### src/pkg/clk_regs_pkg.sv
/*
  Constants and types for the clock output control register bank.
  Assumes a serial interface engine elsewhere turns bus frames into byte
  read and write strobes on the core clock.
*/
// How it works
// - Gate bits put diff outputs under pin two
// - Enable bits for single and diff outputs
// - Fourth divider source: PLL two or crystal
// - Drive bits choose normal or strong
// - Bank one level field, resets to 1.8 V
// - Pin one role: enable, power-down, saving, select
// - Software frequency choice picks one of four
// - Frequency switch enable bit
// - PLL two order and extra pole bits
// - PLL two channel two enable
// - Watchdog enable bit
// - Watchdog timeout: 250ms, 500ms, 2s, 4s
// - Read-only alarm flag
// - Diff outputs high-Z during power down
// - Complement output polarity per diff output
// - Diff source divider one or three
// - Diff type LVCMOS or low-power HCSL
// - Complement LVCMOS output enable
// - Chip power-down bit, zero powers down
// - Single output one default and source
// - Fourth divider channel two/three enables
package clk_regs_pkg;

   localparam int unsigned CLK_HZ = 25_000_000;

   localparam logic [7:0] OFS_OUTPUT_CONTROL = 8'h1d;
   localparam logic [7:0] OFS_PIN_FUNCTION   = 8'h1e;
   localparam logic [7:0] OFS_PLL_B_LOOP     = 8'h1f;
   localparam logic [7:0] OFS_WATCHDOG       = 8'h20;
   localparam logic [7:0] OFS_DIFF_PD_POL    = 8'h21;
   localparam logic [7:0] OFS_DIFF_ONE_CFG   = 8'h22;
   localparam logic [7:0] OFS_DIFF_TWO_CFG   = 8'h23;
   localparam logic [7:0] OFS_POWER_REF      = 8'h24;
   localparam int unsigned NUM_REGS          = 8;

   localparam logic [7:0] RST_OUTPUT_CONTROL = 8'h33;
   localparam logic [7:0] RST_PIN_FUNCTION   = 8'h90;
   localparam logic [7:0] RST_PLL_B_LOOP     = 8'h04;
   localparam logic [7:0] RST_WATCHDOG       = 8'h80;
   localparam logic [7:0] RST_DIFF_PD_POL    = 8'hb0;
   localparam logic [7:0] RST_DIFF_ONE_CFG   = 8'hb4;
   localparam logic [7:0] RST_DIFF_TWO_CFG   = 8'h34;
   localparam logic [7:0] RST_POWER_REF      = 8'h8c;

   // Writable bits; the rest hold their reset value
   localparam logic [7:0] WR_OUTPUT_CONTROL  = 8'hff;
   localparam logic [7:0] WR_PIN_FUNCTION    = 8'he3;
   localparam logic [7:0] WR_PLL_B_LOOP      = 8'h0e;
   localparam logic [7:0] WR_WATCHDOG        = 8'h1e;
   localparam logic [7:0] WR_DIFF_PD_POL     = 8'h07;
   localparam logic [7:0] WR_DIFF_CFG        = 8'hb3;
   localparam logic [7:0] WR_POWER_REF       = 8'hdf;

   // output_control
   localparam int unsigned B_DIFFOUT_ONE_PIN_GATE = 7;
   localparam int unsigned B_DIFFOUT_TWO_PIN_GATE = 6;
   localparam int unsigned B_DIFFOUT_ONE_ENABLE   = 5;
   localparam int unsigned B_DIFFOUT_TWO_ENABLE   = 4;
   localparam int unsigned B_FOURTH_DIV_SOURCE    = 3;
   localparam int unsigned B_SINGLE_OUT_ONE_DRIVE = 2;
   localparam int unsigned B_BANK_ONE_LEVEL_LO    = 0;
   // pin_function_and_freq_select
   localparam int unsigned B_SINGLE_OUT_ONE_EN    = 7;
   localparam int unsigned B_PIN_ONE_ROLE_LO      = 5;
   localparam int unsigned B_SOFT_FREQ_CHOICE_LO  = 0;
   // pll2_loop_control
   localparam int unsigned B_PLL_B_ORDER_CFG      = 3;
   localparam int unsigned B_PLL_B_CHAN_TWO       = 2;
   localparam int unsigned B_PLL_B_EXTRA_POLE     = 1;
   // watchdog_and_freq_switch_control
   localparam int unsigned B_FREQ_SWITCH_ENABLE   = 4;
   localparam int unsigned B_WATCHDOG_ENABLE      = 3;
   localparam int unsigned B_WATCHDOG_TIMEOUT_LO  = 1;
   localparam int unsigned B_ALARM_FLAG           = 0;
   // diff_power_down_and_polarity
   localparam int unsigned B_DIFF_HIZ_ON_PD       = 2;
   localparam int unsigned B_DIFFOUT_ONE_B_POL    = 1;
   localparam int unsigned B_DIFFOUT_TWO_B_POL    = 0;
   // diff_out_one_config / diff_out_two_config
   localparam int unsigned B_DIFF_SOURCE          = 7;
   localparam int unsigned B_DIFF_TYPE_LO         = 4;
   localparam int unsigned B_DIFF_CMOS_DRIVE      = 1;
   localparam int unsigned B_DIFF_B_ENABLE        = 0;
   // power_and_ref_control
   localparam int unsigned B_CHIP_POWER_DOWN_N    = 7;
   localparam int unsigned B_REF_FREE_RUN         = 6;
   localparam int unsigned B_SINGLE_OUT_ONE_DFLT  = 4;
   localparam int unsigned B_SINGLE_OUT_ONE_SRC   = 3;
   localparam int unsigned B_REF_ENABLE           = 2;
   localparam int unsigned B_FOURTH_DIV_CH_THREE  = 1;
   localparam int unsigned B_FOURTH_DIV_CH_TWO    = 0;

   localparam logic [1:0] DIFF_TYPE_LVCMOS         = 2'b00;
   localparam logic [1:0] DIFF_TYPE_LOW_POWER_HCSL = 2'b11;

   typedef enum logic [1:0] {
      ROLE_SINGLE_OUT_ONE_OE = 2'b00,
      ROLE_POWER_DOWN_N      = 2'b01,
      ROLE_PROACTIVE_SAVING  = 2'b10,
      ROLE_FREQ_SELECT_ZERO  = 2'b11
   } pin_one_role_e;

   // Watchdog periods in milliseconds, codes 00..11
   localparam int unsigned WD_MS_0 = 250;
   localparam int unsigned WD_MS_1 = 500;
   localparam int unsigned WD_MS_2 = 2000;
   localparam int unsigned WD_MS_3 = 4000;
   localparam int unsigned CYC_PER_MS = CLK_HZ / 1000;
   localparam int unsigned WD_CYC_0 = WD_MS_0 * CYC_PER_MS;
   localparam int unsigned WD_CYC_1 = WD_MS_1 * CYC_PER_MS;
   localparam int unsigned WD_CYC_2 = WD_MS_2 * CYC_PER_MS;
   localparam int unsigned WD_CYC_3 = WD_MS_3 * CYC_PER_MS;

   typedef struct packed {
      logic       chip_power_down;
      logic       diff_hiz;
      logic       diffout_one_on;
      logic       diffout_two_on;
      logic       diffout_one_from_div3;
      logic       diffout_two_from_div3;
      logic       diffout_one_hcsl;
      logic       diffout_two_hcsl;
      logic       diffout_one_b_on;
      logic       diffout_two_b_on;
      logic       diffout_one_b_noninv;
      logic       diffout_two_b_noninv;
      logic       diffout_one_strong;
      logic       diffout_two_strong;
      logic       single_out_one_on;
      logic       single_out_one_saving;
      logic       single_out_one_32k;
      logic       single_out_one_from_div4;
      logic       single_out_one_strong;
      logic [1:0] bank_one_level;
      logic       ref_on;
      logic       fourth_divider_from_xtal;
      logic       fourth_divider_chan_two_on;
      logic       fourth_divider_chan_three_on;
      logic       pll_b_third_order;
      logic       pll_b_extra_pole;
      logic       pll_b_chan_two_on;
      logic       freq_switch_on;
      logic [1:0] freq_choice;
   } out_ctrl_s;

endpackage

### src/rtl/clock_output_control_regs.sv
/*
  Byte register bank steering the clock outputs, with the watchdog that
  raises the alarm flag and the decode of both output-enable pins.
  Assumes the serial interface engine presents one-cycle byte strobes on
  core_clk_i; the two enable pins arrive asynchronously.
*/
`timescale 1ns/10ps

module clock_output_control_regs
   import clk_regs_pkg::*;
#(
   parameter int unsigned WD_CYCLES_0 = WD_CYC_0,
   parameter int unsigned WD_CYCLES_1 = WD_CYC_1,
   parameter int unsigned WD_CYCLES_2 = WD_CYC_2,
   parameter int unsigned WD_CYCLES_3 = WD_CYC_3
) (
   input  wire logic       core_clk_i,
   input  wire logic       rst_b_i,
   input  wire logic       reg_wr_i,
   input  wire logic       reg_rd_i,
   input  wire logic [7:0] reg_addr_i,
   input  wire logic [7:0] reg_wdata_i,
   output logic      [7:0] reg_rdata_o,
   output logic            reg_hit_o,
   input  wire logic       oe_pin_one_i,
   input  wire logic       second_enable_pin_i,
   output out_ctrl_s       out_ctrl_o,
   output logic            alarm_o
);

   localparam int unsigned IDX_W = $clog2(NUM_REGS);

   // Refused at elaboration: the period mux assumes ascending nonzero limits
   if (WD_CYCLES_0 == 0 || WD_CYCLES_0 > WD_CYCLES_1 ||
       WD_CYCLES_1 > WD_CYCLES_2 || WD_CYCLES_2 > WD_CYCLES_3) begin
      $error("watchdog periods must be nonzero and ascending");
   end

   function automatic logic in_bank(input logic [7:0] addr);
      return (addr >= OFS_OUTPUT_CONTROL) && (addr <= OFS_POWER_REF);
   endfunction

   function automatic logic [IDX_W-1:0] bank_index(input logic [7:0] addr);
      logic [7:0] diff;
      diff = addr - OFS_OUTPUT_CONTROL;
      return diff[IDX_W-1:0];
   endfunction

   function automatic logic [7:0] reset_value(input logic [IDX_W-1:0] idx);
      logic [7:0] v;
      v = 8'h00;
      unique case (idx)
         3'd0: v = RST_OUTPUT_CONTROL;
         3'd1: v = RST_PIN_FUNCTION;
         3'd2: v = RST_PLL_B_LOOP;
         3'd3: v = RST_WATCHDOG;
         3'd4: v = RST_DIFF_PD_POL;
         3'd5: v = RST_DIFF_ONE_CFG;
         3'd6: v = RST_DIFF_TWO_CFG;
         3'd7: v = RST_POWER_REF;
      endcase
      return v;
   endfunction

   function automatic logic [7:0] write_mask(input logic [IDX_W-1:0] idx);
      logic [7:0] v;
      v = 8'h00;
      unique case (idx)
         3'd0: v = WR_OUTPUT_CONTROL;
         3'd1: v = WR_PIN_FUNCTION;
         3'd2: v = WR_PLL_B_LOOP;
         3'd3: v = WR_WATCHDOG;
         3'd4: v = WR_DIFF_PD_POL;
         3'd5: v = WR_DIFF_CFG;
         3'd6: v = WR_DIFF_CFG;
         3'd7: v = WR_POWER_REF;
      endcase
      return v;
   endfunction

   logic [7:0]       regs_ff [NUM_REGS];
   logic [7:0]       rdata_ff;
   logic             alarm_ff;
   logic [31:0]      wd_count_ff;
   logic [1:0]       oe_one_sync_ff;
   logic [1:0]       oe_two_sync_ff;
   out_ctrl_s        out_ctrl_ff;
   out_ctrl_s        nxt_out_ctrl;
   logic             hit;
   logic [IDX_W-1:0] idx;
   logic             wr_hit;
   logic             oe_one;
   logic             oe_two;
   logic [31:0]      wd_limit;
   logic             wd_expire;
   logic             wd_off_write;

   assign hit       = in_bank(reg_addr_i);
   assign idx       = bank_index(reg_addr_i);
   assign wr_hit    = reg_wr_i && hit;
   assign reg_hit_o = hit;

   // Only the second flop of each synchroniser feeds logic
   always_ff @(posedge core_clk_i) begin
      if (!rst_b_i) begin
         oe_one_sync_ff <= 2'b11;
         oe_two_sync_ff <= 2'b11;
      end else begin
         oe_one_sync_ff <= {oe_one_sync_ff[0], oe_pin_one_i};
         oe_two_sync_ff <= {oe_two_sync_ff[0], second_enable_pin_i};
      end
   end
   assign oe_one = oe_one_sync_ff[1];
   assign oe_two = oe_two_sync_ff[1];

   // Reserved and read-only bits ignore writes and keep defaults
   always_ff @(posedge core_clk_i) begin
      if (!rst_b_i) begin
         for (int i = 0; i < NUM_REGS; i++) begin
            regs_ff[i] <= reset_value(IDX_W'(i));
         end
      end else if (wr_hit) begin
         regs_ff[idx] <= (reg_wdata_i & write_mask(idx)) |
                         (reset_value(idx) & ~write_mask(idx));
      end
   end

   // alarm flag is read-only, patched in on read
   always_ff @(posedge core_clk_i) begin
      if (!rst_b_i) begin
         rdata_ff <= 8'h00;
      end else if (reg_rd_i) begin
         if (!hit) begin
            rdata_ff <= 8'h00;
         end else if (reg_addr_i == OFS_WATCHDOG) begin
            rdata_ff <= {regs_ff[idx][7:1], alarm_ff};
         end else begin
            rdata_ff <= regs_ff[idx];
         end
      end
   end
   assign reg_rdata_o = rdata_ff;

   logic [7:0] r_out;
   logic [7:0] r_pin;
   logic [7:0] r_pll;
   logic [7:0] r_wd;
   logic [7:0] r_pol;
   logic [7:0] r_d1;
   logic [7:0] r_d2;
   logic [7:0] r_pwr;
   assign r_out = regs_ff[0];
   assign r_pin = regs_ff[1];
   assign r_pll = regs_ff[2];
   assign r_wd  = regs_ff[3];
   assign r_pol = regs_ff[4];
   assign r_d1  = regs_ff[5];
   assign r_d2  = regs_ff[6];
   assign r_pwr = regs_ff[7];

   always_comb begin
      wd_limit = WD_CYCLES_0;
      unique case (r_wd[B_WATCHDOG_TIMEOUT_LO +: 2])
         2'b00: wd_limit = WD_CYCLES_0;
         2'b01: wd_limit = WD_CYCLES_1;
         2'b10: wd_limit = WD_CYCLES_2;
         2'b11: wd_limit = WD_CYCLES_3;
      endcase
   end

   assign wd_expire    = r_wd[B_WATCHDOG_ENABLE] && (wd_count_ff >= wd_limit - 32'd1);
   assign wd_off_write = wr_hit && (reg_addr_i == OFS_WATCHDOG) &&
                         !reg_wdata_i[B_WATCHDOG_ENABLE];

   // counter runs only while enabled; any bank access restarts it
   always_ff @(posedge core_clk_i) begin
      if (!rst_b_i) begin
         wd_count_ff <= 32'h0000_0000;
      end else if (!r_wd[B_WATCHDOG_ENABLE] || wd_expire ||
                   ((reg_wr_i || reg_rd_i) && hit)) begin
         wd_count_ff <= 32'h0000_0000;
      end else begin
         wd_count_ff <= wd_count_ff + 32'd1;
      end
   end

   // expiry sets the flag; disabling the watchdog clears it, set wins
   always_ff @(posedge core_clk_i) begin
      if (!rst_b_i) begin
         alarm_ff <= 1'b0;
      end else if (wd_expire) begin
         alarm_ff <= 1'b1;
      end else if (wd_off_write) begin
         alarm_ff <= 1'b0;
      end
   end
   assign alarm_o = alarm_ff;

   pin_one_role_e role;
   logic          chip_pd;
   logic          diff_one_type_ok;
   logic          diff_two_type_ok;
   logic          diff_one_cmos;
   logic          diff_two_cmos;

   always_comb begin
      role = pin_one_role_e'(r_pin[B_PIN_ONE_ROLE_LO +: 2]);
      // register bit or, pin in power-down role pulled low
      chip_pd = !r_pwr[B_CHIP_POWER_DOWN_N] ||
                (role == ROLE_POWER_DOWN_N && !oe_one);
      // reserved type codes keep the output off
      diff_one_type_ok = (r_d1[B_DIFF_TYPE_LO +: 2] == DIFF_TYPE_LVCMOS) ||
                         (r_d1[B_DIFF_TYPE_LO +: 2] == DIFF_TYPE_LOW_POWER_HCSL);
      diff_two_type_ok = (r_d2[B_DIFF_TYPE_LO +: 2] == DIFF_TYPE_LVCMOS) ||
                         (r_d2[B_DIFF_TYPE_LO +: 2] == DIFF_TYPE_LOW_POWER_HCSL);
      diff_one_cmos = r_d1[B_DIFF_TYPE_LO +: 2] == DIFF_TYPE_LVCMOS;
      diff_two_cmos = r_d2[B_DIFF_TYPE_LO +: 2] == DIFF_TYPE_LVCMOS;

      nxt_out_ctrl = '0;
      nxt_out_ctrl.chip_power_down = chip_pd;
      // tri-state with bias off only while powered down
      nxt_out_ctrl.diff_hiz = chip_pd && r_pol[B_DIFF_HIZ_ON_PD];
      // gate bit hands each diff output to pin two; enables
      nxt_out_ctrl.diffout_one_on = r_out[B_DIFFOUT_ONE_ENABLE] && !chip_pd &&
                                    diff_one_type_ok &&
                                    (!r_out[B_DIFFOUT_ONE_PIN_GATE] || oe_two);
      nxt_out_ctrl.diffout_two_on = r_out[B_DIFFOUT_TWO_ENABLE] && !chip_pd &&
                                    diff_two_type_ok &&
                                    (!r_out[B_DIFFOUT_TWO_PIN_GATE] || oe_two);
      nxt_out_ctrl.diffout_one_from_div3 = r_d1[B_DIFF_SOURCE];
      nxt_out_ctrl.diffout_two_from_div3 = r_d2[B_DIFF_SOURCE];
      nxt_out_ctrl.diffout_one_hcsl =
         r_d1[B_DIFF_TYPE_LO +: 2] == DIFF_TYPE_LOW_POWER_HCSL;
      nxt_out_ctrl.diffout_two_hcsl =
         r_d2[B_DIFF_TYPE_LO +: 2] == DIFF_TYPE_LOW_POWER_HCSL;
      // complement output exists only in LVCMOS mode
      nxt_out_ctrl.diffout_one_b_on = nxt_out_ctrl.diffout_one_on && diff_one_cmos &&
                                      r_d1[B_DIFF_B_ENABLE];
      nxt_out_ctrl.diffout_two_b_on = nxt_out_ctrl.diffout_two_on && diff_two_cmos &&
                                      r_d2[B_DIFF_B_ENABLE];
      nxt_out_ctrl.diffout_one_b_noninv = r_pol[B_DIFFOUT_ONE_B_POL];
      nxt_out_ctrl.diffout_two_b_noninv = r_pol[B_DIFFOUT_TWO_B_POL];
      // drive strength; diff drive matters in LVCMOS mode only
      nxt_out_ctrl.diffout_one_strong    = diff_one_cmos && r_d1[B_DIFF_CMOS_DRIVE];
      nxt_out_ctrl.diffout_two_strong    = diff_two_cmos && r_d2[B_DIFF_CMOS_DRIVE];
      nxt_out_ctrl.single_out_one_strong = r_out[B_SINGLE_OUT_ONE_DRIVE];
      // single output one enable, pin one as its enable
      nxt_out_ctrl.single_out_one_on = r_pin[B_SINGLE_OUT_ONE_EN] && !chip_pd &&
                                       (role != ROLE_SINGLE_OUT_ONE_OE || oe_one);
      // pin one low requests power saving on single output one
      nxt_out_ctrl.single_out_one_saving = role == ROLE_PROACTIVE_SAVING && !oe_one;
      // default bit 0 keeps the 32 kHz clock free-running
      nxt_out_ctrl.single_out_one_32k       = !r_pwr[B_SINGLE_OUT_ONE_DFLT];
      nxt_out_ctrl.single_out_one_from_div4 = r_pwr[B_SINGLE_OUT_ONE_DFLT] &&
                                              r_pwr[B_SINGLE_OUT_ONE_SRC];
      nxt_out_ctrl.bank_one_level = r_out[B_BANK_ONE_LEVEL_LO +: 2];
      // free-run keeps the reference alive through power down
      nxt_out_ctrl.ref_on = r_pwr[B_REF_ENABLE] &&
                            (!chip_pd || r_pwr[B_REF_FREE_RUN]);
      nxt_out_ctrl.fourth_divider_from_xtal = r_out[B_FOURTH_DIV_SOURCE];
      nxt_out_ctrl.fourth_divider_chan_two_on   = r_pwr[B_FOURTH_DIV_CH_TWO];
      nxt_out_ctrl.fourth_divider_chan_three_on = r_pwr[B_FOURTH_DIV_CH_THREE];
      nxt_out_ctrl.pll_b_third_order = r_pll[B_PLL_B_ORDER_CFG];
      nxt_out_ctrl.pll_b_extra_pole  = r_pll[B_PLL_B_EXTRA_POLE];
      nxt_out_ctrl.pll_b_chan_two_on = r_pll[B_PLL_B_CHAN_TWO];
      nxt_out_ctrl.freq_switch_on = r_wd[B_FREQ_SWITCH_ENABLE];
      // software choice; pin one replaces the low bit in select role
      nxt_out_ctrl.freq_choice = r_pin[B_SOFT_FREQ_CHOICE_LO +: 2];
      if (role == ROLE_FREQ_SELECT_ZERO) begin
         nxt_out_ctrl.freq_choice[0] = oe_one;
      end
   end

   // Registered so the analog controls never see decode glitches
   always_ff @(posedge core_clk_i) begin
      if (!rst_b_i) begin
         out_ctrl_ff <= '0;
      end else begin
         out_ctrl_ff <= nxt_out_ctrl;
      end
   end
   assign out_ctrl_o = out_ctrl_ff;

endmodule

### config.mk
export PLATFORM = sky130hd
export DESIGN_NAME = clock_output_control_regs
export DESIGN_NICKNAME = d
export VERILOG_FILES = /design/src/pkg/clk_regs_pkg.sv /design/src/rtl/clock_output_control_regs.sv
export SDC_FILE = /design/constraint.sdc
export NUM_CORES = 1
export LEC_CHECK = 0
export BUFFER_PORTS_ARGS = -buffer_cell sky130_fd_sc_hd__clkbuf_2
export CAP_MARGIN = 20
export CORE_ASPECT_RATIO = 1.1
export CORE_MARGIN = 2
export CORE_UTILIZATION = 59
export CTS_BUF_LIST = sky130_fd_sc_hd__clkbuf_16
export DETAILED_ROUTE_END_ITERATION = 7
export PLACE_DENSITY_LB_ADDON = 0.15
export SLEW_MARGIN = 20
export SYNTH_ARGS = -nofsm -noshare
export SYNTH_HDL_FRONTEND = slang
export SYNTH_SLANG_ARGS = --single-unit
### constraint.sdc
create_clock -name core_clk_i -period 4.9 [get_ports core_clk_i]
set_input_delay 0.98 -clock core_clk_i [delete_from_list [all_inputs] [get_ports core_clk_i]]
set_output_delay 0.98 -clock core_clk_i [all_outputs]
set_load 0.005 [all_outputs]
# Word-level counts from Yosys, hierarchy flattened
# Memories as Yosys holds them, arrays and structs flattened. A register that Yosys moved wholly into a read port is not among the register bits.
# Cells that the tools add are included.
totals:
  regBits: 73
  mem_bits_rw: 64
  mem_bits_ro: 168
  output_inout_bits: 41
  n_memories: 4
classes:
  n_addsub: 3
  magnitude_cmp: 3
  eq_ne: 9
  muxes: 27
  bitwise: 5
  n_reduce_logical: 51
memory_table:
  columns: ["memory", "depth", "word_bits", "read_ports", "rd_clocked_by_memory_dff", "write_ports", "line", "text"]
  rows:
  - ["regs_ff", 8, 8, 9, 1, 8, "clock_output_control_regs.sv:81", "logic [7:0] regs_ff [NUM_REGS];"]
  - ["(no name shown)", 8, 7, 1, 0, 0, "clock_output_control_regs.sv:68", "unique case (idx)"]
  - ["(no name shown)", 8, 7, 1, 0, 0, "clock_output_control_regs.sv:52", "unique case (idx)"]
  - ["(no name shown)", 8, 7, 1, 0, 0, "clock_output_control_regs.sv:68", null]
ops:
  columns: ["op", "n"]
  rows:
  - ["8-bit two-way mux", 16]
  - ["32-bit one-hot mux with 4 select lines", 1]
  - ["32-bit by 1-bit adder with 32-bit output (second input constant)", 1]
  - ["32-bit >= comparator", 1]
  - ["32-bit by 1-bit subtractor with 32-bit output (second input constant)", 1]
  - ["1-bit logical AND", 25]
  - ["8-bit bitwise AND", 2]
  - ["2-bit equality test (second input constant)", 6]
  - ["1-bit logical OR", 10]
  - ["1-bit zero test", 9]
  - ["1-bit two-way mux", 9]
  - ["8-bit by 6-bit equality test with 1-bit output (second input constant)", 1]
  - ["8-bit by 5-bit >= comparator with 1-bit output (second input constant)", 1]
  - ["8-bit by 6-bit <= comparator with 1-bit output (second input constant)", 1]
  - ["8-bit inverter", 1]
  - ["8-bit OR", 1]
  - ["8-bit OR reduction", 1]
  - ["2-bit zero test", 3]
  - ["2-bit by 1-bit equality test with 1-bit output (second input constant)", 2]
  - ["2-bit nonzero test", 2]
  - ["3-bit two-way mux", 1]
  - ["3-bit subtractor (second input constant)", 1]
  - ["2-bit OR reduction", 1]
  - ["1-bit inverter", 1]

# Logic depth before layout (Yosys ltp)
# Gate-level depths: netlist (run 1).
# An unclocked memory read counts as a cell.
logic_depth:
  depth_word: 10
  mapped_depth: 12

# Least setup slack after synthesis (run 1)
# No wires, ideal clock.
synth_timing:
  kind: "input to output"
  from: "input port reg_addr_i[0]"
  to: "output port reg_hit_o"
  arrival_ps: 2337
  slack_ps: 1583
  stages: 7
  n_path_buf: 3
  cell_sequence: "clkinv_1 ha_1 clkbuf_1 o21ai_0 a21boi_0 clkbuf_1 buf_2"
synth_between:
  elab_chain_len: 2
  elab_cells_between_ends: 3
synth_lines:
  columns: ["element", "line", "text"]
  rows:
  - ["start, declared", "clock_output_control_regs.sv:21", "input wire logic [7:0] reg_addr_i,"]
  - ["8-bit by 5-bit >= comparator with 1-bit output or 8-bit by 6-bit <= comparator with 1-bit output (tied branches)", "clock_output_control_regs.sv:40", "return (addr >= OFS_OUTPUT_CONTROL) && (addr <= OFS_POWER_REF);"]
  - ["1-bit logical AND *", "clock_output_control_regs.sv:40", null]
  - ["end, declared", "clock_output_control_regs.sv:24", "output logic reg_hit_o,"]
# Mark *: on every way between the ends. The rest lies on a longest branch, timed or not.

# Worst setup path after layout (run 1)
# Ends and elaborated chain as after synthesis.

==> impl_results.md, run 1 <==
- Cells after Synth: 629
- Most frequent cell after synthesis: dfxtp_1
- Critical-path cell list: clkbuf_2 > buf_4 > ha_1 > o21ai_0 > a21boi_1 > buf_4 > clkbuf_2
- Buffers and inverters on the worst path: 4
- EDFF count, synth: 64
- Core footprint: 10960 um2
- Sequential power share: 46.8%
- H-tree levels: 4
- Dominant cells by area after synthesis: edfxtp_1, dfxtp_1, ha_1
- Fmax: 0.2823 GHz
- Fill count: 827
- Finish-stage setup viols: 0
- Root buf cell: clkbuf_16
- Nets: 756
- Largest area contributor in the netlist: edfxtp_1
- Gate power share: 8.2%
- Synth warn: 0
- Critical path peak fanout: 30
- Routability cong.: 1.011
- Final worst-path cycle share: 72.29%
- RSZ-0062 raised after global routing: false
- Setup ws final: 1.358 ns
- Hold Crit Depth: 1
- Die Ht: 115.3 um
- Setup WS pre-CTS: 1.248 ns
- Sequential area share after synthesis: 51.83%
- Internal: 2.094 mW
- Number of port buffers: 62
- Post-route ant nets: 0
- Library cells used by synthesis: 60
- Number of diodes: 0
- Cts bufs inserted: 17
- Worst-Skew Late Latency: 0.42 ns
- Pin count of the biggest net entering global routing: 49
- CP top delay family: buffers and inverters
- Initial DRC Count: 343
- Estimated wirelength of the detail-placed design: 11.58 mm
- Minimum clock period: 3.542 ns
- Final Max Slew Viols: 0
- Worst Path Required: 3.92 ns
- CTS tree: done
- First-pass GRT wire length: 25.90 mm
- Final Util: 70.11%
- Vias in the first global route: 5029
- P_sw: 0.6741 mW
- Initial DRT Pass Iterations: 5
- Initial Util: 60.62%
- Area delta synth->final: 15.67%
- Slew @ Worst Pin: 1.137 ns
- Clock network fraction of total power: 45.0%
- Hold/Removal Path Class: reg2reg
- CP peak stage delay: 0.39 ns
- Max-Cap Viols: 0
- Sw frac: 24.35%
- Layout cell share with drive strength beyond 1: 16.36%
- GR Util All Layers: 28.12%
- Crit Path Class: in2out
- CTS max path bufs: 2
- Outcome: completed
- Cell Pwr Density: 360.2 nW/um2
- Startpoint Class: input pin
- Cts repair resizes: 0
- Total number of vias: 5123
- Synth top area share: 28.93%
- LEAKAGE: 2.976 nW
- # DRC: 0
- Initial antenna violation count: 0
- Setup TNS Final: 0 ns
- Ports: 63
- Post-synth ARST share: 0%
- Cell Area, Synth: 6644 um2
- Core Rows: 40
- Setup crit end kind: output pin
- Routed Wire Length: 16.25 mm
- Top_reg_cell synth: dfxtp_1
- Postcts setup bufs: 0
- Worst path depth: 7
- Drt wl/cell: 18.99 um
- Via/cell ratio: 5.985
- # clock sinks: 140
- Fin. Hold Viols: 0
- Worst R2R Path Depth: 10
- CTS Hold Bufs: 0
- Worst vdd ir: 0.0003251 V
- Die W: 105.2 um
- Yosys reg bits: 140
- Commonest cells in the netlist: dfxtp_1, edfxtp_1, nor2_1
- Die area: 12130 um2
- GR Overflow Total: 0
- WP data arrival: 2.56 ns
- Setup Skew: 0.005555 ns
- Reg clk slew, reported paths: 0.06 ns
- Slew headroom: 23.40%
- Critical path's slowest cell: ha_1
- Syn_area_per_cell: 10.56 um2
power groups by stage:
stage	combinational (mW)	sequential (mW)	clock (mW)
6_report	0.228	1.30	1.25
5_1_grt	0.246	1.30	1.30
4_1_cts	0.224	1.29	1.26
3_5_place_dp	0.223	1.32	0
3_3_place_gp	0.218	1.32	0
2_1_floorplan	0.140	1.31	0
sequential cells by signal, indices dropped and copies added, names as in the netlist:
register and cells:
out_ctrl_o 31, alarm_o 1, oe_one_sync_ff 2, wd_count_ff 32, reg_rdata_o 8, oe_two_sync_ff 2
regs_ff 64
worst register-to-register path, stage by stage (launching register included):
cell	delay (ns)
edfxtp_1	0.57
inv_1	0.25
ha_1	0.23
inv_1	0.09
ha_1	0.30
nand4b_1	0.14
or4_1	0.44
a311o_1	0.44
a211oi_4	0.45
buf_4	0.34
nor4_1	0.10
area by class of cell:
class | count | area, um2 | share of cell area [%]
timing repair buffer | 72 | 385.4 | 5.015
multi-input combinational | 443 | 3019 | 39.29
sequential | 140 | 3443 | 44.81
tap | 147 | 183.9 | 2.393
inverter | 22 | 82.58 | 1.075
clock inverter | 15 | 145.1 | 1.889
clock buffer | 17 | 425.4 | 5.536
path summary, 6_finish.rpt:
path	startpoint	endpoint	slack, ns
setup / recovery	reg_addr_i[0]	reg_hit_o	1.36
hold / removal	oe_two_sync_ff[0]$_SDFF_PN1_	oe_two_sync_ff[1]$_SDFF_PN1_	0.41
setup reg to reg	regs_ff[3][2]$_SDFFCE_PN0P_	wd_count_ff[8]$_SDFF_PP0_	1.39
hold reg to reg	oe_two_sync_ff[0]$_SDFF_PN1_	oe_two_sync_ff[1]$_SDFF_PN1_	0.41
layer usage:
layer  vias to the layer above  routed length (um)  global-route usage [%]
met5                         -                   0                       0
met4                         0                 533                   13.42
met3                        47                1055                   5.952
met2                       219                8190                   48.69
met1                      2432                6474                   33.60
li1                       2425                   -                       -
per-stage QoR:
stage	hold WS, ns	total power, mW	instances	cell area, um2
global route	0.4482	2.843	856	7685
finish	0.4145	2.768	856	7685
global placement	0.3946	1.535	824	7109
detailed placement	0.4082	1.541	824	7109
CTS	0.4167	2.774	856	7680
floorplan	0.3863	1.445	637	6674
cell families after synthesis:
kind of cell | count (synthesis) | synth area share, %
compound gates | 70 | 7.778
buf+inv | 54 | 3.371
other cells | 2 | 0.1130
fa+ha+maj | 38 | 7.156
xor+xnor | 29 | 3.823
mux | 21 | 4.313
simple gates | 275 | 21.62
flops | 140 | 51.83
cells in the final DEF, fill, tap and decap left out, types with 17 or more instances in the layout:
| master | synthesis | routed |
|---|---|---|
| and2_1 | 18 | 18 |
| nor2_1 | 61 | 61 |
| xnor2_1 | 20 | 19 |
| edfxtp_1 | 64 | 64 |
| ha_1 | 38 | 38 |
| nand3_1 | 25 | 24 |
| inv_1 | 20 | 20 |
| nand2_1 | 51 | 51 |
| clkbuf_16 | 0 | 17 |
| dfxtp_1 | 76 | 76 |
| clkbuf_2 | 0 | 62 |
| nor4_1 | 37 | 37 |
No activity file was read; power rests on OpenSTA's default activity.
==> inputs of run 2 (changes only) <==
- clock period: 4.9 -> 3.6 ns (I/O delays scaled with it)
==> run 2 against run 1 <==
  * Cell count is 0.82% higher
  * Power increased by 37%
  * Critical path depth up 3
  * Sequential share of layout area shrank 0.35 points
  * Clock skew up 0.00063 ns
  * Setup slack got worse by 0.92 ns
  * Sequential power grew 35%
  * Hold slack got worse by 0.0091 ns
  * Via count increased by 0.43%
  * Global-route usage fell by 0.28 points
  * Utilization rose by 0.55 points
==> impl_results.md, run 2 (synthesis results as in run 1) <==
- Routed Wire Length: 15.94 mm
- # DRC: 0
- Postcts setup bufs: 0
- Cell Pwr Density: 491.0 nW/um2
- Slew @ Worst Pin: 0.6511 ns
- Final worst-path cycle share: 87.84%
- Multi-input gate area: 3014 um2
- # clock sinks: 140
- First-pass GRT wire length: 25.63 mm
- CTS tree: done
- Via/cell ratio: 5.962
- Number of diodes: 0
- Die area: 12130 um2
- Cts bufs inserted: 17
- WP data arrival: 3.45 ns
- RSZ-0062 raised after global routing: false
- Core Rows: 40
- Startpoint Class: register
- Final Max Slew Viols: 0
- Initial DRT Pass Iterations: 4
- Reg clk slew, reported paths: 0.06 ns
- Setup crit end kind: register
- Worst-Skew Late Latency: 0.42 ns
- Crit Path Class: reg2reg
- Most frequent cells in the layout: dfxtp_1, edfxtp_1, clkbuf_2
- Vias in the first global route: 4970
- Number of port buffers: 62
- Sw frac: 23.22%
- Register area: 3443 um2
- Clock network fraction of total power: 45.3%
- Finish-stage setup viols: 0
- Gate power share: 8.4%
- Initial Util: 60.62%
- Die Ht: 115.3 um
- Most common cell after layout, fill and taps aside: dfxtp_1
- Drt wl/cell: 18.46 um
- Setup Skew: 0.006189 ns
- H-tree levels: 4
- Worst vdd ir: 0.0003089 V
- Biggest register: regs_ff
- GR Util All Layers: 27.83%
- Setup TNS Final: 0 ns
- Hold/Removal Path Class: reg2reg
- Slew headroom: 56.20%
- Root buf cell: clkbuf_16
- Minimum clock period: 3.162 ns
- Routability cong.: 0.9516
- Outcome: completed
- Total number of vias: 5145
- LEAKAGE: 3.032 nW
- Cts repair resizes: 0
- Final Util: 70.66%
- Nets: 763
- Internal: 2.920 mW
- CTS Hold Bufs: 0
- Worst Path Required: 3.89 ns
- Max reg flops: 64
- CTS max path bufs: 2
- Pin count of the biggest net entering global routing: 49
- Max-Cap Viols: 0
- Estimated wirelength of the detail-placed design: 11.35 mm
- Fmax: 0.3162 GHz
- Layout cell share with drive strength beyond 1: 16.76%
- Area delta synth->final: 16.57%
- Ports: 63
- Fin. Hold Viols: 0
- Post-route ant nets: 0
- Critical path peak fanout: 28
- GR Overflow Total: 0
- Fill count: 806
- P_sw: 0.8830 mW
- Initial DRC Count: 468
- Sequential power share: 46.3%
- Initial antenna violation count: 0
- Die W: 105.2 um
- Core footprint: 10960 um2
run 2: changes by cell type in the layout (fill, tap and decap cells not counted):
cell,previous run,this run
nand3_1,24,25
inv_6,3,1
clkinvlp_4,5,2
clkinv_4,0,1
bufinv_16,2,3
nand3_2,2,1
inv_1,20,22
buf_4,10,17
inv_4,0,1
run 2: final timing paths:
path / slack, ns / cells after the start / to / from
min reg2reg: 0.41 / 1 / oe_one_sync_ff[1]$_SDFF_PN1_ / oe_one_sync_ff[0]$_SDFF_PN1_
max: 0.44 / 10 / wd_count_ff[23]$_SDFF_PP0_ / regs_ff[3][2]$_SDFFCE_PN0P_
min: 0.41 / 1 / oe_one_sync_ff[1]$_SDFF_PN1_ / oe_one_sync_ff[0]$_SDFF_PN1_
max reg2reg: 0.44 / 10 / wd_count_ff[23]$_SDFF_PP0_ / regs_ff[3][2]$_SDFFCE_PN0P_
run 2: area by class of cell:
type / count / area share, %
sequential: 140 / 44.46
multi-input combinational: 443 / 38.92
inverter: 22 / 1.066
clock buffer: 17 / 5.493
tap: 147 / 2.375
clock inverter: 15 / 2.036
timing repair buffer: 79 / 5.654
run 2: power by group through the flow:
stage	registers [mW]	clock network, mW	logic, mW
global route	1.76	1.81	0.347
CTS	1.76	1.73	0.317
floorplan	1.78	0	0.191
finish	1.76	1.72	0.320
detailed placement	1.79	0	0.315
global placement	1.79	0	0.308
run 2: critical path: stages (launching register included):
cell and delay [ns]:
edfxtp_1 0.55, inv_1 0.24, ha_1 0.22, inv_1 0.09, ha_1 0.29, nand4b_1 0.13
or4_1 0.41, a311o_1 0.43, a211oi_4 0.21, buf_4 0.34, nor4_1 0.11
run 2: layer usage:
layer	routed length, um	vias to the layer above	track usage, %	share of wire (%)
li1	-	2443	-	-
met1	6384	2465	33.30	40
met2	8030	193	47.70	50
met3	914	44	5.726	5.7
met4	605	0	14.58	3.8
met5	0	-	0	0
run 2: per-stage QoR:
stage	power [mW]	cell area (um2)	std cells	hold WS [ns]	worst slack, ns
3_5_place_dp	2.106	7162	831	0.3979	0.4775
4_1_cts	3.811	7745	863	0.4125	0.4758
2_1_floorplan	1.967	6674	637	0.3863	0.7160
5_1_grt	3.921	7745	863	0.4186	0.2941
3_3_place_gp	2.097	7162	831	0.3921	0.5382
6_report	3.803	7745	863	0.4054	0.4376
==> inputs of run 3 (changes only) <==
- PLACE_DENSITY: default -> 0.83
- PLACE_DENSITY_LB_ADDON: 0.15 -> default
==> run 3 against run 2 <==
  * Critical path depth unchanged
  * Setup slack lost 0.012 ns
  * Wire length increased by 2.9%
  * Count of clock-buffer cells in the layout is the same
  * Utilization fell by 0.35 points
  * Critical path type unchanged
  * Critical endpoint is now wd_count_ff[3]$_SDFF_PP0_
==> impl_results.md, run 3 (synthesis results as in run 1) <==
- Final worst-path cycle share: 88.16%
- Met2 usage: 48.13%
- Total number of vias: 5261
- Die Ht: 115.3 um
- CTS tree: done
- Initial antenna violation count: 0
- Fmax: 0.3151 GHz
- Initial DRC Count: 586
- Cell Pwr Density: 483.2 nW/um2
- Max reg flops: 64
- Core Rows: 40
- Biggest register: regs_ff
- Setup Skew: 0.009262 ns
- Vias in the first global route: 5138
- Area delta synth->final: 15.99%
- Layout cell share with drive strength beyond 1: 17.06%
- Number of port buffers: 62
- Routability cong.: 0.9204
- Sw frac: 25.11%
- RSZ-0062 raised after global routing: false
- Clock network fraction of total power: 44.1%
- Fin. Hold Viols: 0
- Placed cells: 830
- # clock sinks: 140
- Worst Path Required: 3.90 ns
- CTS Hold Bufs: 0
- Internal: 2.789 mW
- Max-Cap Viols: 0
- Estimated wirelength of the detail-placed design: 11.84 mm
- Ports: 63
- Number of diodes: 0
- Postcts setup bufs: 0
- Finish-stage setup viols: 0
- WP data arrival: 3.47 ns
- Worst vdd ir: 0.0004280 V
- Reg clk slew, reported paths: 0.06 ns
- GRT busiest layer: met2
- Setup crit end kind: register
- Post-route insts no fill: 862
- Die W: 105.2 um
- Setup TNS Final: 0 ns
- GR Util All Layers: 28.36%
- Worst-Skew Late Latency: 0.43 ns
- H-tree levels: 4
- Core footprint: 10960 um2
- Routed Wire Length: 16.39 mm
- Crit Path Class: reg2reg
- Initial DRT Pass Iterations: 5
- Root buf cell: clkbuf_16
- Met1 Use GR: 35.25%
- Startpoint Class: register
- Most common cell after layout, fill and taps aside: dfxtp_1
- Sequential power share: 47.3%
- LEAKAGE: 3.007 nW
- Outcome: completed
- # DRC: 0
- First-pass GRT wire length: 26.38 mm
- Initial Util: 60.62%
- Nets: 762
- Minimum clock period: 3.174 ns
- Slew headroom: 58.23%
- GR Overflow Total: 0
- Cts bufs inserted: 17
- Gate power share: 8.6%
- Cts repair resizes: 0
- Slew @ Worst Pin: 0.6210 ns
- Post-route ant nets: 0
- Met3 GRT Util: 6.236%
- P_sw: 0.9349 mW
- Critical path peak fanout: 28
- Hold/Removal Path Class: reg2reg
- Most frequent cells in the layout: dfxtp_1, edfxtp_1, clkbuf_2
- Drt wl/cell: 19.02 um
- CTS max path bufs: 2
- Via/cell ratio: 6.103
- Pin count of the biggest net entering global routing: 49
- Final Max Slew Viols: 0
- Die area: 12130 um2
run 3: cell types whose count changed in the layout (fill, tap and decap cells not counted), sizes merged:
| cell | change |
|---|---|
| clkinv | -1 |
| buf | -1 |
| bufinv | -2 |
| clkinvlp | +2 |
| inv | +1 |
run 3: through the flow:
stage | worst slack, ns | instance area, um2 | total power [mW] | hold WS [ns] | util, %
4_1_cts | 0.4496 | 7706 | 3.729 | 0.4269 | 70.31
5_1_grt | 0.2573 | 7706 | 3.839 | 0.4388 | 70.31
2_1_floorplan | 0.7160 | 6674 | 1.967 | 0.3863 | -
3_5_place_dp | 0.4080 | 7154 | 2.106 | 0.4103 | 65.27
6_report | 0.4261 | 7706 | 3.724 | 0.4241 | 70.31
3_3_place_gp | 0.4501 | 7154 | 2.094 | 0.3997 | 65.27
run 3: power groups by stage:
stage / logic, mW / clock network, mW / registers [mW]
2_1_floorplan: 0.191 / 0 / 1.78
3_3_place_gp: 0.304 / 0 / 1.79
3_5_place_dp: 0.314 / 0 / 1.79
4_1_cts: 0.315 / 1.65 / 1.76
5_1_grt: 0.343 / 1.73 / 1.76
6_report: 0.320 / 1.64 / 1.76
run 3: worst max-delay path, stage by stage (launching register included):
cell	delay [ns]
edfxtp_1	0.56
inv_1	0.25
ha_1	0.21
inv_1	0.08
ha_1	0.31
nand4b_1	0.13
or4_1	0.41
a311o_1	0.44
a211oi_4	0.21
buf_4	0.32
nor4_1	0.10
run 3: layer usage:
layer / routed length, um / part of all wire (%)
met1: 6342 / 39
met2: 8280 / 51
met3: 1292 / 7.9
met4: 477 / 2.9
met5: 0 / 0
run 3: worst paths after layout:
path / startpoint / endpoint / slack, ns / cells after the start
worst max-delay path: regs_ff[3][2]$_SDFFCE_PN0P_ / wd_count_ff[3]$_SDFF_PP0_ / 0.43 / 10
worst min-delay path: oe_one_sync_ff[0]$_SDFF_PN1_ / oe_one_sync_ff[1]$_SDFF_PN1_ / 0.42 / 1
worst max register to register: regs_ff[3][2]$_SDFFCE_PN0P_ / wd_count_ff[3]$_SDFF_PP0_ / 0.43 / 10
worst min register to register: oe_one_sync_ff[0]$_SDFF_PN1_ / oe_one_sync_ff[1]$_SDFF_PN1_ / 0.42 / 1
run 3: layout make-up:
class,count,area [um2]
sequential,140,3443
inverter,22,82.58
multi-input combinational,443,3014
clock buffer,17,425.4
clock inverter,15,126.4
fill,807,3254
timing repair buffer,78,430.4
tap,147,183.9
